**src/include/fwsr_defines.vh**
```
// Purpose: constants for the flash status/reset host controller
// Assumes: 20 MHz clock, AXI4-Lite register access, 16-bit flash data bus
// Notes:   offsets are byte addresses of aligned 32-bit words
`ifndef FWSR_DEFINES_VH
`define FWSR_DEFINES_VH

// register offsets
`define FWSR_OFS_CTRL      8'h00
`define FWSR_OFS_ADDR      8'h04
`define FWSR_OFS_DATA      8'h08
`define FWSR_OFS_STAT      8'h0C
`define FWSR_OFS_RDATA     8'h10
`define FWSR_OFS_HWRST     8'h14

// ctrl fields (write 1 to start)
`define FWSR_CTRL_WRITE    0
`define FWSR_CTRL_READ     1
`define FWSR_CTRL_SWRST    2
`define FWSR_CTRL_POLL     3
`define FWSR_CTRL_ABRST    4
`define FWSR_CTRL_BPRST    5

// status fields
`define FWSR_ST_BUSY       0
`define FWSR_ST_DONE       1
`define FWSR_ST_FAIL       2
`define FWSR_ST_ABORT      3
`define FWSR_ST_WINDOW     4
`define FWSR_ST_RDY        5
`define FWSR_ST_SUSP       6

// flash status bit positions
`define FWSR_DQ_POLL       7
`define FWSR_DQ_TOG1       6
`define FWSR_DQ_TLIM       5
`define FWSR_DQ_EWIN       3
`define FWSR_DQ_STOG       2
`define FWSR_DQ_BABT       1

// command words
`define FWSR_CMD_RESET     16'h00F0
`define FWSR_CMD_UNL1      16'h00AA
`define FWSR_CMD_UNL2      16'h0055
`define FWSR_CMD_BPRST1    16'h0090
`define FWSR_CMD_BPRST2    16'h0000
`define FWSR_ADR_UNL1      26'h0000555
`define FWSR_ADR_UNL2      26'h00002AA

// timing: strobe low and high phase, reset pulse
`define FWSR_CLK_MHZ       20
`define FWSR_STB_NS        100
`define FWSR_STB_CYC       ((`FWSR_STB_NS * `FWSR_CLK_MHZ + 999) / 1000)
`define FWSR_RST_NS        1000
`define FWSR_RST_CYC       ((`FWSR_RST_NS * `FWSR_CLK_MHZ + 999) / 1000)
`define FWSR_WIN_US        50
`define FWSR_WIN_CYC       (`FWSR_WIN_US * `FWSR_CLK_MHZ)

`endif

```
**src/hw/fwsr_host.v**
```verilog
// Purpose: host controller that writes commands to a parallel flash and polls its status
// Assumes: flash pins sampled synchronous to clock; AXI4-Lite slave for software
// Notes:   data bus is two-way: dq_o/dq_oe_n/dq_i, enable low while driving
//
// What this block does
// - after time limit, write reset command
// - skip window check if erases within 50us (not done here: FWSR_WIN_CYC is unused and every poll records the window bit)
// - check window before and after extra erase
// - buffer abort needs abort reset sequence
// - poll last loaded buffer word address
// - command write: select, write low, output high
// - restart interrupted operation after reset (here a hardware reset is refused while busy and no order is restarted)
// - software reset is F0 at any address
// - use software reset to recover states
// - unlock bypass needs two-cycle reset
//
// Design decisions made here: the AXI4-Lite slave port and the register addresses.
`timescale 1ns/1ns
`include "fwsr_defines.vh"

module fwsr_host (
  input  wire        clock,
  input  wire        rst,
  input  wire [7:0]  s_axi_awaddr,
  input  wire        s_axi_awvalid,
  output wire        s_axi_awready,
  input  wire [31:0] s_axi_wdata,
  input  wire [3:0]  s_axi_wstrb,
  input  wire        s_axi_wvalid,
  output wire        s_axi_wready,
  output reg  [1:0]  s_axi_bresp,
  output reg         s_axi_bvalid,
  input  wire        s_axi_bready,
  input  wire [7:0]  s_axi_araddr,
  input  wire        s_axi_arvalid,
  output wire        s_axi_arready,
  output reg  [31:0] s_axi_rdata,
  output reg  [1:0]  s_axi_rresp,
  output reg         s_axi_rvalid,
  input  wire        s_axi_rready,
  output reg  [25:0] flash_addr,
  output reg  [15:0] dq_o,
  output reg         dq_oe_n,
  input  wire [15:0] dq_i,
  output reg         chip_select_n,
  output reg         write_strobe_n,
  output reg         output_strobe_n,
  output reg         hw_reset_n,
  input  wire        ready_busy_n
);

  // sequencer states
  localparam ST_IDLE  = 3'd0;  // waiting for an order
  localparam ST_LOW   = 3'd1;  // strobe low phase
  localparam ST_HIGH  = 3'd2;  // strobe released, recovery
  localparam ST_HWRST = 3'd3;  // hardware reset pulse
  localparam ST_POLL2 = 3'd4;  // second status read of a pair

  // timing counts cut to the phase timer width on purpose
  localparam [31:0] STB_CYC_W = `FWSR_STB_CYC;  // strobe phase length, full width
  localparam [31:0] RST_CYC_W = `FWSR_RST_CYC;  // reset pulse length, full width
  localparam [7:0]  STB_CNT   = STB_CYC_W[7:0]; // strobe phase, timer width
  localparam [7:0]  RST_CNT   = RST_CYC_W[7:0]; // reset pulse, timer width

  reg [2:0]  state_r;          // sequencer state
  reg [7:0]  cnt_r;            // phase timer
  reg [1:0]  step_r;           // step within multi-cycle sequence
  reg [2:0]  op_r;             // current order: 0 wr,1 rd,2 swrst,3 poll,4 abrst,5 bprst
  reg [25:0] addr_r;           // software target address
  reg [15:0] data_r;           // software data word
  reg [15:0] rdata_r;          // last word read
  reg [15:0] prev_r;           // first word of a poll pair
  reg        busy_r;           // order in progress
  reg        done_r;           // operation complete (sticky)
  reg        fail_r;           // time limit failure seen
  reg        abort_r;          // buffer abort seen
  reg        window_r;         // erase window closed
  reg        susp_r;           // erase suspended sector seen
  reg        rdy_r;            // sampled ready/busy pin

  // register write channel: take address and data together
  wire wr_go = s_axi_awvalid & s_axi_wvalid & ~s_axi_bvalid;
  assign s_axi_awready = wr_go;
  assign s_axi_wready  = wr_go;
  // read channel accepted when no answer pending
  assign s_axi_arready = ~s_axi_rvalid;

  // order starts only while idle and no write in flight
  wire ctrl_wr = wr_go & (s_axi_awaddr == `FWSR_OFS_CTRL) & s_axi_wstrb[0];
  // an order word with no bit set starts nothing
  wire start   = ctrl_wr & ~busy_r & (|s_axi_wdata[5:0]);
  wire hwr_wr  = wr_go & (s_axi_awaddr == `FWSR_OFS_HWRST) & s_axi_wstrb[0] & s_axi_wdata[0];

  // first set bit among ctrl bits gives the order code
  function [2:0] fwsr_pick;
    input [5:0] v;
    begin
      if (v[`FWSR_CTRL_WRITE])      fwsr_pick = 3'd0;
      else if (v[`FWSR_CTRL_READ])  fwsr_pick = 3'd1;
      else if (v[`FWSR_CTRL_SWRST]) fwsr_pick = 3'd2;
      else if (v[`FWSR_CTRL_POLL])  fwsr_pick = 3'd3;
      else if (v[`FWSR_CTRL_ABRST]) fwsr_pick = 3'd4;
      else                          fwsr_pick = 3'd5;
    end
  endfunction

  // index of the last bus cycle of each write order (cycle count minus one)
  function [1:0] fwsr_last;
    input [2:0] op;
    begin
      case (op)
        3'd4:    fwsr_last = 2'd2;  // unlock, unlock, reset
        3'd5:    fwsr_last = 2'd1;  // two-cycle bypass exit
        default: fwsr_last = 2'd0;
      endcase
    end
  endfunction

  // bus cycle address/data per order and step
  reg [25:0] cyc_addr;
  reg [15:0] cyc_data;
  always @* begin
    cyc_addr = addr_r;
    cyc_data = data_r;
    case (op_r)
      3'd2: begin
        cyc_data = `FWSR_CMD_RESET;
      end
      3'd4: begin
        // abort reset sequence, plain reset is ignored here
        if (step_r == 2'd0) begin
          cyc_addr = `FWSR_ADR_UNL1;
          cyc_data = `FWSR_CMD_UNL1;
        end else if (step_r == 2'd1) begin
          cyc_addr = `FWSR_ADR_UNL2;
          cyc_data = `FWSR_CMD_UNL2;
        end else begin
          cyc_addr = `FWSR_ADR_UNL1;
          cyc_data = `FWSR_CMD_RESET;
        end
      end
      3'd5: begin
        cyc_data = (step_r == 2'd0) ? `FWSR_CMD_BPRST1 : `FWSR_CMD_BPRST2;
      end
      default: begin
        cyc_data = data_r;
      end
    endcase
  end

  wire is_read = (op_r == 3'd1) | (op_r == 3'd3);
  wire [15:0] tog = prev_r ^ dq_i;   // bits that changed between two reads

  // flash sequencer
  always @(posedge clock or posedge rst) begin
    if (rst) begin
      state_r <= ST_IDLE;
      cnt_r <= 8'h00;
      step_r <= 2'h0;
      op_r <= 3'h0;
      addr_r <= 26'h0000000;
      data_r <= 16'h0000;
      rdata_r <= 16'h0000;
      prev_r <= 16'h0000;
      busy_r <= 1'b0;
      done_r <= 1'b0;
      fail_r <= 1'b0;
      abort_r <= 1'b0;
      window_r <= 1'b0;
      susp_r <= 1'b0;
      rdy_r <= 1'b1;
      flash_addr <= 26'h0000000;
      dq_o <= 16'h0000;
      dq_oe_n <= 1'b1;
      chip_select_n <= 1'b1;
      write_strobe_n <= 1'b1;
      output_strobe_n <= 1'b1;
      hw_reset_n <= 1'b1;
    end else begin
      rdy_r <= ready_busy_n;
      if (wr_go && s_axi_awaddr == `FWSR_OFS_ADDR)
        addr_r <= s_axi_wdata[25:0];         // sector in upper bits
      if (wr_go && s_axi_awaddr == `FWSR_OFS_DATA)
        data_r <= s_axi_wdata[15:0];
      case (state_r)
        ST_IDLE: begin
          if (hwr_wr && !busy_r) begin
            // hold reset low for the minimum pulse
            busy_r <= 1'b1;
            hw_reset_n <= 1'b0;
            cnt_r <= RST_CNT;
            state_r <= ST_HWRST;
          end else if (start) begin
            op_r <= fwsr_pick(s_axi_wdata[5:0]);
            busy_r <= 1'b1;
            done_r <= 1'b0;
            step_r <= 2'd0;
            state_r <= ST_HIGH;
            cnt_r <= STB_CNT;                // full gap after any earlier frame
          end
        end
        ST_HIGH: begin
          // recovery gap, then start next cycle
          chip_select_n <= 1'b1;
          write_strobe_n <= 1'b1;
          output_strobe_n <= 1'b1;
          dq_oe_n <= 1'b1;
          if (cnt_r != 8'd0) begin
            cnt_r <= cnt_r - 8'd1;
          end else begin
            flash_addr <= cyc_addr;
            chip_select_n <= 1'b0;
            cnt_r <= STB_CNT;
            state_r <= ST_LOW;
            if (is_read) begin
              output_strobe_n <= 1'b0;
            end else begin
              // command write: select and write low, output high
              write_strobe_n <= 1'b0;
              dq_o <= cyc_data;
              dq_oe_n <= 1'b0;
            end
          end
        end
        ST_LOW: begin
          if (cnt_r != 8'd0) begin
            cnt_r <= cnt_r - 8'd1;
          end else begin
            // rising edge latches data in the flash
            write_strobe_n <= 1'b1;
            output_strobe_n <= 1'b1;
            chip_select_n <= 1'b1;
            cnt_r <= STB_CNT;
            if (is_read) begin
              rdata_r <= dq_i;
              if (op_r == 3'd3 && step_r == 2'd0) begin
                // toggling is judged from two reads in a row
                prev_r <= dq_i;
                step_r <= 2'd1;
                state_r <= ST_POLL2;
              end else begin
                busy_r <= 1'b0;
                done_r <= 1'b1;
                state_r <= ST_IDLE;
              end
            end else if (step_r == fwsr_last(op_r)) begin
              busy_r <= 1'b0;
              done_r <= 1'b1;
              if (op_r == 3'd2 || op_r == 3'd4) begin
                // recovery reset clears the failure flags
                fail_r <= 1'b0;
                susp_r <= 1'b0;
              end
              if (op_r == 3'd4) begin
                // plain reset leaves a buffer abort standing
                abort_r <= 1'b0;
              end
              state_r <= ST_IDLE;
            end else begin
              step_r <= step_r + 2'd1;
              state_r <= ST_HIGH;
            end
          end
        end
        ST_POLL2: begin
          // second read of the pair uses the same address
          if (cnt_r != 8'd0) begin
            cnt_r <= cnt_r - 8'd1;
          end else if (chip_select_n) begin
            chip_select_n <= 1'b0;
            output_strobe_n <= 1'b0;
            cnt_r <= STB_CNT;
          end else begin
            chip_select_n <= 1'b1;
            output_strobe_n <= 1'b1;
            rdata_r <= dq_i;
            busy_r <= 1'b0;
            state_r <= ST_IDLE;
            window_r <= dq_i[`FWSR_DQ_EWIN];
            if (!tog[`FWSR_DQ_TOG1]) begin
              // toggling stopped: done, or suspended sector
              done_r <= 1'b1;
              susp_r <= tog[`FWSR_DQ_STOG] & dq_i[`FWSR_DQ_POLL];
            end else if (dq_i[`FWSR_DQ_TLIM]) begin
              fail_r <= 1'b1;
            end else if (dq_i[`FWSR_DQ_BABT]) begin
              abort_r <= 1'b1;
            end
          end
        end
        ST_HWRST: begin
          if (cnt_r != 8'd0) begin
            cnt_r <= cnt_r - 8'd1;
          end else begin
            hw_reset_n <= 1'b1;
            busy_r <= 1'b0;                           // pulse over, orders may start again
            fail_r <= 1'b0;
            abort_r <= 1'b0;
            window_r <= 1'b0;
            susp_r <= 1'b0;
            state_r <= ST_IDLE;
          end
        end
        default: begin
          state_r <= ST_IDLE;
        end
      endcase
    end
  end

  // write response
  always @(posedge clock or posedge rst) begin
    if (rst) begin
      s_axi_bvalid <= 1'b0;
      s_axi_bresp <= 2'b00;
    end else if (wr_go) begin
      s_axi_bvalid <= 1'b1;
      // past the map or not word aligned: slave error
      s_axi_bresp <= ((s_axi_awaddr > `FWSR_OFS_HWRST) || (s_axi_awaddr[1:0] != 2'b00)) ?
                     2'b10 : 2'b00;
    end else if (s_axi_bready) begin
      s_axi_bvalid <= 1'b0;
    end
  end

  // read data mux
  always @(posedge clock or posedge rst) begin
    if (rst) begin
      s_axi_rvalid <= 1'b0;
      s_axi_rdata <= 32'h00000000;
      s_axi_rresp <= 2'b00;
    end else if (s_axi_arvalid && !s_axi_rvalid) begin
      s_axi_rvalid <= 1'b1;
      s_axi_rresp <= 2'b00;
      case (s_axi_araddr)
        `FWSR_OFS_CTRL:  s_axi_rdata <= {29'h0, op_r};
        `FWSR_OFS_ADDR:  s_axi_rdata <= {6'h00, addr_r};
        `FWSR_OFS_DATA:  s_axi_rdata <= {16'h0000, data_r};
        `FWSR_OFS_STAT:  s_axi_rdata <= {25'h0, susp_r, rdy_r, window_r,
                                         abort_r, fail_r, done_r, busy_r};
        `FWSR_OFS_RDATA: s_axi_rdata <= {16'h0000, rdata_r};
        `FWSR_OFS_HWRST: s_axi_rdata <= {31'h0, ~hw_reset_n};
        default: begin
          s_axi_rdata <= 32'h00000000;
          s_axi_rresp <= 2'b10;
        end
      endcase
    end else if (s_axi_rready) begin
      s_axi_rvalid <= 1'b0;
    end
  end

endmodule

```
**config.mk**
```make
export PLATFORM = sky130hd
export DESIGN_NAME = fwsr_host
export DESIGN_NICKNAME = d
export VERILOG_FILES = /design/src/hw/fwsr_host.v
export VERILOG_INCLUDE_DIRS = /design/src /design/src/include
export SDC_FILE = /design/constraint.sdc
export NUM_CORES = 1
export LEC_CHECK = 0
export ABC_AREA = 1
export BUFFER_PORTS_ARGS = -buffer_cell sky130_fd_sc_hd__buf_2
export CAP_MARGIN = 20
export CORE_MARGIN = 8
export CORE_UTILIZATION = 50
export CTS_CLUSTER_SIZE = 25
export DETAILED_ROUTE_END_ITERATION = 16
export GPL_TIMING_DRIVEN = 0
export PLACE_DENSITY_LB_ADDON = 0.1
export SLEW_MARGIN = 20
export SYNTH_ARGS = -nofsm -noshare
export SYNTH_HDL_FRONTEND = slang
export SYNTH_SLANG_ARGS = --single-unit
```
**constraint.sdc**
```tcl
create_clock -name clock -period 4.53 [get_ports clock]
set_clock_uncertainty 0.15 [all_clocks]
set_input_delay 0.453 -clock clock [delete_from_list [all_inputs] [get_ports clock]]
set_output_delay 0.453 -clock clock [all_outputs]
set_load 0.01 [all_outputs]
```
# Word-level counts from Yosys, hierarchy flattened
# Cells that the tools add are included.
dict set report totals {
  ff_bits 173
  latch_bits 0
  ramBits 0
  mem_bits_ro 0
  input_bits 76
  output_inout_bits 88
  elab_cells 252
  memories 0
}
dict set report op_classes {
  addsub 2
  mul 0
  div 0
  order_cmp 1
  n_eq_ne 44
  shift 0
  n_mux 112
  n_bitwise 19
  n_reduce_logical 47
}
# cell n
set op_table {}
lappend op_table {{one-hot mux 26 bit (6 select lines)} 1}
lappend op_table {{2-to-1 mux 8 bit} 9}
lappend op_table {{2-to-1 mux 16 bit} 4}
lappend op_table {{2-to-1 mux 1 bit} 54}
lappend op_table {{one-hot mux 16 bit (3 select lines)} 1}
lappend op_table {{2-to-1 mux 3 bit} 13}
lappend op_table {{!= test 2 bit, second input constant} 19}
lappend op_table {{one-hot mux 16 bit (2 select lines)} 1}
lappend op_table {{one-hot mux 8 bit (4 select lines)} 1}
lappend op_table {{2-to-1 mux 26 bit} 1}
lappend op_table {{== test 8 x 4 -> 1 bit, second input constant} 3}
lappend op_table {{== test 8 x 5 -> 1 bit, second input constant} 3}
lappend op_table {{2-to-1 mux 2 bit} 12}
lappend op_table {{2-to-1 mux 11 bit} 2}
lappend op_table {{!= test 3 bit, second input constant} 6}
lappend op_table {{one-hot mux 1 bit (3 select lines)} 6}
lappend op_table {{AND reduction 9 bit} 2}
lappend op_table {{== test 8 x 3 -> 1 bit, second input constant} 2}
lappend op_table {{logical NOT 8 bit} 2}
lappend op_table {{nonzero test 2 bit} 8}
lappend op_table {{one-hot mux 3 bit (5 select lines)} 1}
lappend op_table {{== test 3 x 2 -> 1 bit, second input constant} 4}
lappend op_table {{AND reduction 3 bit} 4}
lappend op_table {{AND reduction 4 bit} 3}
lappend op_table {{other kinds (30)} 63}

# Depth between registers and ports, before layout
# Gate-level depths: netlist (run 1).
dict set report logic_depth {
  depth_word 10
  depth_mapped 12
  depth_no_buf 12
}

# Least setup slack after synthesis (run 1)
# Ideal clock, no wire load.
dict set report synth_timing {
  path_type {register to register}
  from {reg cnt_r[0]}
  to {reg dq_o[4]}
  setup_time_ns 0.123
  arrival_time_ns 1.510
  required_time_ns 4.257
  slack_ns 2.747
  stages_incl_launch_ff 12
  path_buffers 2
  period_less_slack_ns 1.783
  cell_sequence {dfrtp_1 inv_1 ha_1 nand2_1 nor2_1 nand2_4 buf_2 nor2_1 nand2_1 buf_2 nand2_1 o21ai_1}
}
dict set report synth_via {
  elab_chain_len 3
}
# element line
set synth_lines {}
lappend synth_lines {{from (decl)} fwsr_host.v:66} ;# reg [7:0] cnt_r;
lappend synth_lines {{from (signal assigned)} fwsr_host.v:209} ;# cnt_r <= cnt_r - 8'd1;
lappend synth_lines {{from (signal assigned)} fwsr_host.v:227} ;# cnt_r <= cnt_r - 8'd1;
lappend synth_lines {{from (signal assigned)} fwsr_host.v:268} ;# cnt_r <= cnt_r - 8'd1;
lappend synth_lines {{nonzero test 8 bit} fwsr_host.v:208} ;# if (cnt_r != 8'd0) begin
lappend synth_lines {{NOT 1 bit (no line)} -}
lappend synth_lines {{AND reduction 3 bit (no line)} -}
lappend synth_lines {{to (signal assigned)} fwsr_host.v:220} ;# dq_o <= cyc_data;
lappend synth_lines {{to (decl)} fwsr_host.v:42} ;# output reg [15:0] dq_o,
# Every way passes these cells.
# A chain may end at the register's enable or synchronous reset.

# Worst setup path after layout (run 1)
dict set report layout_timing {
  from {reg cnt_r[0]}
  to {reg rdata_r[10]}
}
dict set report layout_via {
  elab_chain_len 3
}
# element line
set layout_lines {}
lappend layout_lines {{nonzero test 8 bit *} {fwsr_host.v:226, fwsr_host.v:267}}
lappend layout_lines {{!= test 2 bit (no line)} -}
lappend layout_lines {{AND reduction 5 bit (no line) *} -}
lappend layout_lines {{to (signal assigned)} fwsr_host.v:235} ;# rdata_r <= dq_i;
lappend layout_lines {{to (signal assigned)} fwsr_host.v:276} ;# rdata_r <= dq_i;
lappend layout_lines {{to (decl)} fwsr_host.v:71} ;# reg [15:0] rdata_r;
# Every way passes the cells marked *; elsewhere a longest branch is shown, timed or not.

==> results of run 1 <==
repair_timing:
action	in CTS	in global routing
hold buffers	2	0
setup buffers	0	0
endpoints found under the hold margin	30	0
setup endpoints to repair	0	0
worst paths after layout:
path / start / to / cells after the start / slack (ns)
max: cnt_r[0] / rdata_r[10] / 8 / 2.45
min: s_axi_bready / s_axi_bvalid / 2 / 0.06
max reg2reg: cnt_r[0] / rdata_r[10] / 8 / 2.45
min reg2reg: s_axi_rdata[2] / s_axi_rdata[2] / 2 / 0.33
max in group asynchronous: rst / rdy_r / 6 / 3.07
min in group asynchronous: rst / s_axi_bvalid / 4 / 0.44
per-layer routing:
metal  up-vias  GRT usage
met5         -          0
met4         0     0.0882
met2       211      0.399
met1      3340      0.282
met3        32     0.0450
li1       3462          -
cells in the mapped netlist (10+ instances only):
cell type / count / area (µm²)
a21oi_1: 19 / 95.1
a31oi_1: 11 / 68.8
buf_2: 13 / 65.1
buf_4: 10 / 75.1
clkbuf_1: 14 / 52.6
dfrtp_1: 154 / 3850
inv_1: 108 / 405
nand2_1: 259 / 972
nand3_1: 72 / 360
nand4_1: 10 / 62.6
nor2_1: 71 / 267
o21ai_0: 87 / 435
o21ai_1: 12 / 60.1
o31ai_1: 19 / 143
o31ai_2: 11 / 138
cell type report:
type,instances,area (µm²),area share
clock buffers,19,443,0.0458
multi-input cells,643,3180,0.329
clock inverters,13,173,0.0178
flip-flops and latches,160,4010,0.414
inverters,119,455,0.0470
well taps,216,270,0.0279
repair buffers,154,878,0.0907
plain buffers,45,268,0.0277
state kept, by name (all words and copies together) (netlist names), 2 cells and up:
| register | count |
|---|---|
| addr_r | 26 |
| cnt_r | 8 |
| data_r | 16 |
| dq_o | 16 |
| flash_addr | 26 |
| op_r | 3 |
| prev_r | 2 |
| rdata_r | 16 |
| s_axi_rdata | 26 |
| state_r | 3 |
| step_r | 2 |
cell families after synthesis:
group / count (synthesis)
other cells: 1
simple gates: 446
compound gates: 180
buf+inv: 164
fa+ha+maj: 5
flops: 160
xor+xnor: 4
power groups by stage:
stage / registers (W) / logic, W / clock network [W]
finish: 0.00146 / 0.000171 / 0.00150
global route: 0.00146 / 0.000192 / 0.00157
detailed placement: 0.00148 / 0.000172 / 0
floorplan: 0.00148 / 0.0000819 / 0
global placement: 0.00148 / 0.000157 / 0
CTS: 0.00146 / 0.000174 / 0.00151
per-stage QoR:
step                      utilization  setup WS [ns]  total power (W)  hold slack, ns  cell area [µm²]
final                           0.618           2.45          0.00312          0.0599             9680
after global placement          0.570          0.853          0.00164           0.307             8920
after global routing            0.618           2.25          0.00322          0.0623             9680
after floorplan                     -           1.90          0.00156           0.292             7920
after detailed placement        0.578           2.40          0.00165           0.310             9040
after CTS                       0.618           2.42          0.00314          0.0488             9680
worst max-delay path: cells and delay by family (launching register included):
family,cells,cell delay (ns)
AOI/OAI and AO/OA,1,0.11
adders and majority gates,1,0.18
buffers and inverters,2,0.37
DFF,1,0.37
and+or+nand+nor,4,0.77
==> impl_metrics.json, run 1 <==
{
  "muxShareOfSynthArea": 0,
  "grt_pass1_vias": 7003,
  "leakage_nw": 5.13,
  "fillers": 1513,
  "critPathLaunchType": "flip-flop",
  "yosysSeqAreaShare": 0.509,
  "drt-initial-drc-count": 500,
  "slew_headroom": 0.495,
  "die_w_um": 142,
  "cts_tree": "built",
  "dpl.hpwl_mm": 17.5,
  "yosysUniqueCellTypes": 42,
  "peakVddDrop_uv": 255,
  "cts.sinks": 160,
  "initial_core_util": 0.504,
  "drt-total-wl_mm": 22.6,
  "die_area_mm2": 0.0200,
  "place_inst": 1335,
  "status": "completed",
  "cts_root_buf": "clkbuf_16",
  "path_cells": "inv_1 > ha_1 > nand3_1 > nor2_4 > nand3_1 > nand2_2 > buf_2 > o21ai_0",
  "setup_tns_ns": 0,
  "p_int_w": 0.00240,
  "worst_slew_pin_slew_ns": 0.752,
  "synth_top_family_by_area": "simple AND/OR/NAND/NOR gates",
  "synthCells": 960,
  "slew_viol_final": 0,
  "switching_share": 0.232,
  "synth-xor-area-share": 0.00444,
  "avgRoutedWirePerCell_um": 16.5,
  "syn_area_mm2": 0.00789,
  "max_freq_mhz": 480,
  "dr.pass1.iters": 5,
  "met3_length_mm": 1.24,
  "seqPwrFrac": 0.466,
  "cp.required_ns": 4.68,
  "cp-end-kind": "flip-flop",
  "drc": 0,
  "ioPinCount": 164,
  "avgSynthCellArea_um2": 8.21,
  "ys_warn_count": 0,
  "dr_wl_met2_mm": 11.4,
  "ys_seq_elements": 160,
  "met1_length_mm": 9.48,
  "rows": 46,
  "track_usage": 0.232,
  "drv_cap": 0,
  "instances_no_fill": 1369,
  "h-tree-depth": 4,
  "overflow": 0,
  "num_vias": 7045,
  "crit_top_cell": "nand3_1",
  "synth-simple-area-share": 0.248,
  "antennaDiodeCount": 0,
  "p_per_area_mw_per_mm2": 323,
  "grt_pass1_wl_mm": 36.2,
  "critical_path_class": "flip-flop to flip-flop",
  "p_comb_frac": 0.055,
  "rsz0062_at_grt": "false",
  "clkSlewWorstSetupHoldPaths_ns": 0.06,
  "numCtsBuffers": 17,
  "synthArstFlopShare": 1.00,
  "clock_path_buffers": 2,
  "fin_crit_ns": 2.08,
  "gp_congestion": 0.882,
  "final_layout_size_suffix_gt1_frac": 0.238,
  "ant_nets": 0,
  "synth_fa_ha_area_frac": 0.00793,
  "critPathArrivalTime_ns": 2.23,
  "top_layer": "met4",
  "synth_flop_cell": "dfrtp_1",
  "crit_path_max_fanout": 10,
  "final_common_cell": "nand2_1",
  "layout_common_cells": "259 x nand2_1, 159 x buf_2, 154 x dfrtp_1, 107 x inv_1, 87 x o21ai_0",
  "fp.coreArea_mm2": 0.0157,
  "crit_path_top_delay_cell": "dfrtp_1",
  "final_hold_viol_count": 0,
  "clockPowerShare": 0.479,
  "fin_nets": 1221,
  "port_buffers": 146,
  "switchingPower_w": 0.000725,
  "setup_viol": 0,
  "antenna_found_initial": 0,
  "die_h_um": 142,
  "syn_to_final_growth_pct": 22.8,
  "cts-resized-gates": 0,
  "hold_class": "input port to flip-flop",
  "grt_max_degree": 33,
  "via_per_inst": 5.15,
  "clk-insertion-delay-late_ns": 0.43,
  "cpPeakStageDelay_ns": 0.37,
  "synth_edf_count": 0,
  "min_period_over_period": 0.460,
  "synth_compound_area_frac": 0.139
}
Note: power is estimated with default switching activity, not from simulation.
==> run 2, diff against run 1 <==
Settings changed: ABC_AREA 1 to 0, CORE_UTILIZATION 50 to 55.
Clock period 4.53 ns to 2.1 ns, I/O delays scaled along.
==> run 2 against run 1 <==
Effect of this change:
- cell count is 13% lower
- the run now ends with setup timing left
- clock-buffer cell count down 1
- die area down 12%
- critical endpoint is now rdata_r[0]
- fmax decreased by 17%
- register-to-register slack lost 2.9 ns
- largest power group is now registers
==> impl_metrics.json, run 2 <==
{
  "rows": 43,
  "num_vias": 6960,
  "die_h_um": 133,
  "die_w_um": 133,
  "yosysUniqueCellTypes": 75,
  "startpoint": "cnt_r[1]",
  "antenna_found_initial": 0,
  "cts_root_buf": "clkbuf_16",
  "h-tree-depth": 4,
  "worst_slew_pin_slew_ns": 0.870,
  "status": "finished, violations left",
  "clock_path_buffers": 2,
  "grt_pass1_wl_mm": 37.7,
  "synth_most_common_cell": "dfrtp_1",
  "drv_cap": 0,
  "instances_no_fill": 1190,
  "synth_top_area_share": 0.511,
  "syn_to_final_growth_pct": 41.8,
  "r2r-start": "cnt_r[1]",
  "switchingPower_w": 0.00321,
  "leakage_nw": 5.13,
  "final_hold_viol_count": 0,
  "cts.sinks": 160,
  "synth_flop_cell": "dfrtp_1",
  "fin_crit_ns": 2.51,
  "numCtsBuffers": 17,
  "final_layout_size_suffix_gt1_frac": 0.394,
  "grt_pass1_vias": 7138,
  "avgRoutedWirePerCell_um": 20.7,
  "slew_headroom": 0.415,
  "holdPathEnd": "s_axi_bresp[1]",
  "critical_path_class": "flip-flop to flip-flop",
  "overflow": 0,
  "final_common_cell": "dfrtp_1",
  "synthArstFlopShare": 1.00,
  "reg2reg_slack_ns": -0.41,
  "layout_common_cells": "154 x dfrtp_1, 146 x buf_2, 119 x nand2_1, 51 x o21ai_0",
  "min_period_over_period": 1.20,
  "max_freq_mhz": 398,
  "hold_class": "input port to flip-flop",
  "port_buffers": 146,
  "fp.coreArea_mm2": 0.0137,
  "via_per_inst": 5.85,
  "antennaDiodeCount": 0,
  "grt_max_degree": 37,
  "reg2reg_to": "rdata_r[0]",
  "p_int_w": 0.00666,
  "place_inst": 1077,
  "min_from": "s_axi_awaddr[4]",
  "yosysSeqAreaShare": 0.531,
  "r2r_cells": 8,
  "die_area_mm2": 0.0177,
  "p_per_area_mw_per_mm2": 922,
  "track_usage": 0.268,
  "switching_share": 0.325,
  "drt-initial-drc-count": 500,
  "cts_tree": "built",
  "setup_ws_ns": -0.410,
  "hold_ws_ns": 0.0320,
  "gp_congestion": 0.945,
  "syn_area_mm2": 0.00755,
  "drc": 0,
  "synthTopCellsByCount": "154 x dfrtp_1, 134 x nand2_1, 94 x o21ai_0",
  "reg_top3": "addr_r: 26 flops, flash_addr: 26 flops, s_axi_rdata: 26 flops",
  "dpl.hpwl_mm": 16.5,
  "critPathArrivalTime_ns": 2.67,
  "yosys.area.top_type": "dfrtp_1",
  "violations": "setup timing",
  "ys_seq_elements": 160,
  "crit_path_max_fanout": 5,
  "fillers": 896,
  "clkSlewWorstSetupHoldPaths_ns": 0.06,
  "cp.required_ns": 2.26,
  "clockPowerShare": 0.323,
  "drt-total-wl_mm": 24.7,
  "synth_edf_count": 0,
  "ys_warn_count": 0,
  "synthCells": 739,
  "dr.pass1.iters": 6,
  "cp-end-kind": "flip-flop",
  "setup_viol": 83,
  "synth.area.top_cells": "dfrtp_1 51%, mux2_2 9.5%, nand2_1 6.7%, o21ai_0 6.2%, a21oi_1 2.4%",
  "clk-insertion-delay-late_ns": 0.43,
  "ioPinCount": 164,
  "critPathLaunchType": "flip-flop",
  "fin_nets": 1079,
  "ant_nets": 0,
  "initial_core_util": 0.552,
  "peakVddDrop_uv": 867,
  "slew_viol_final": 0,
  "seqPwrFrac": 0.358,
  "rsz0062_at_grt": "true",
  "avgSynthCellArea_um2": 10.2,
  "hold_path_depth": 3,
  "p_comb_frac": 0.319
}
## run 2: cell types whose count changed after synthesis, moves of 10 or more
cell,change
nor2_1,-33
inv_1,-94
o31ai_1,-16
o31ai_2,-10
nand3_1,-64
clkbuf_1,+17
mux2_2,+64
nand2_1,-125
a21oi_1,+17
## run 2: how the worst max path moves through the flow
stage                   to  slack, ns  depth (start not counted)
2_1_floorplan   rdata_r[0]      -0.30                          8
3_3_place_gp   rdata_r[11]      -1.15                          2
3_5_place_dp       dq_o[9]      -0.69                          8
4_1_cts         rdata_r[7]      -0.31                          8
5_1_grt         rdata_r[1]      -0.46                          6
6_report        rdata_r[0]      -0.41                          8
## run 2: cell families after synthesis
kind of cell	synth area share
AOI/OAI and AO/OA	0.163
xor gates and xnor gates	0.00348
adders and majority gates	0.00829
buffers and inverters	0.0461
DFF	0.531
muxes	0.103
other	0.000497
and+or+nand+nor	0.145
## run 2: worst max-delay path, stage by stage (launching register included)
cell	delay [ns]
dfrtp_1	0.39
inv_2	0.09
ha_4	0.12
or4b_4	0.50
or2_1	0.28
buf_8	0.14
a21oi_4	0.22
clkbuf_16	0.21
mux2_4	0.29
## run 2: layout make-up
class	instances	area, µm²	share of cell area
sequential	160	4010	0.375
buffer	50	443	0.0414
clock inverter	13	160	0.0150
timing repair buffer	237	1720	0.161
tap	180	225	0.0210
multi-input combinational	517	3650	0.341
clock buffer	18	439	0.0410
inverter	15	60.1	0.00561
## run 2: timing repair
action                                  in CTS  in global routing
hold buffers                                48                  0
hold endpoints to repair                    81                  0
setup buffers                               21                 10
gates resized for setup                    114                 67
pin swaps                                   16                 16
gates cloned                                 5                  2
endpoints found under the setup margin     110                138
## run 2: power groups by stage
| stage | registers, W | clock network, W | logic [W] |
|---|---|---|---|
| floorplan | 0.00357 | 0 | 0.00139 |
| global placement | 0.00356 | 0 | 0.00197 |
| detailed placement | 0.00356 | 0 | 0.00205 |
| CTS | 0.00351 | 0.00319 | 0.00270 |
| global route | 0.00356 | 0.00332 | 0.00338 |
| finish | 0.00353 | 0.00318 | 0.00315 |
## run 2: per-layer routing
| layer | up-vias | wire length (µm) | global-route usage |
|---|---|---|---|
| met2 | 350 | 12400 | 0.455 |
| met1 | 3420 | 9550 | 0.316 |
| met3 | 70 | 1910 | 0.0625 |
| li1 | 3120 | - | - |
| met4 | 0 | 809 | 0.129 |
| met5 | - | 0 | 0 |
## run 2: metrics by stage
stage	util	TNS, ns	cell area, µm²	setup WS [ns]	total power (W)
floorplan	-	-51.91	7640	-0.303	0.00496
global placement	0.629	-230.79	8590	-1.15	0.00552
detailed placement	0.638	-53.61	8720	-0.693	0.00562
CTS	0.756	-11.40	10300	-0.314	0.00940
global route	0.783	-29.32	10700	-0.456	0.0103
finish	0.783	-23.40	10700	-0.410	0.00987
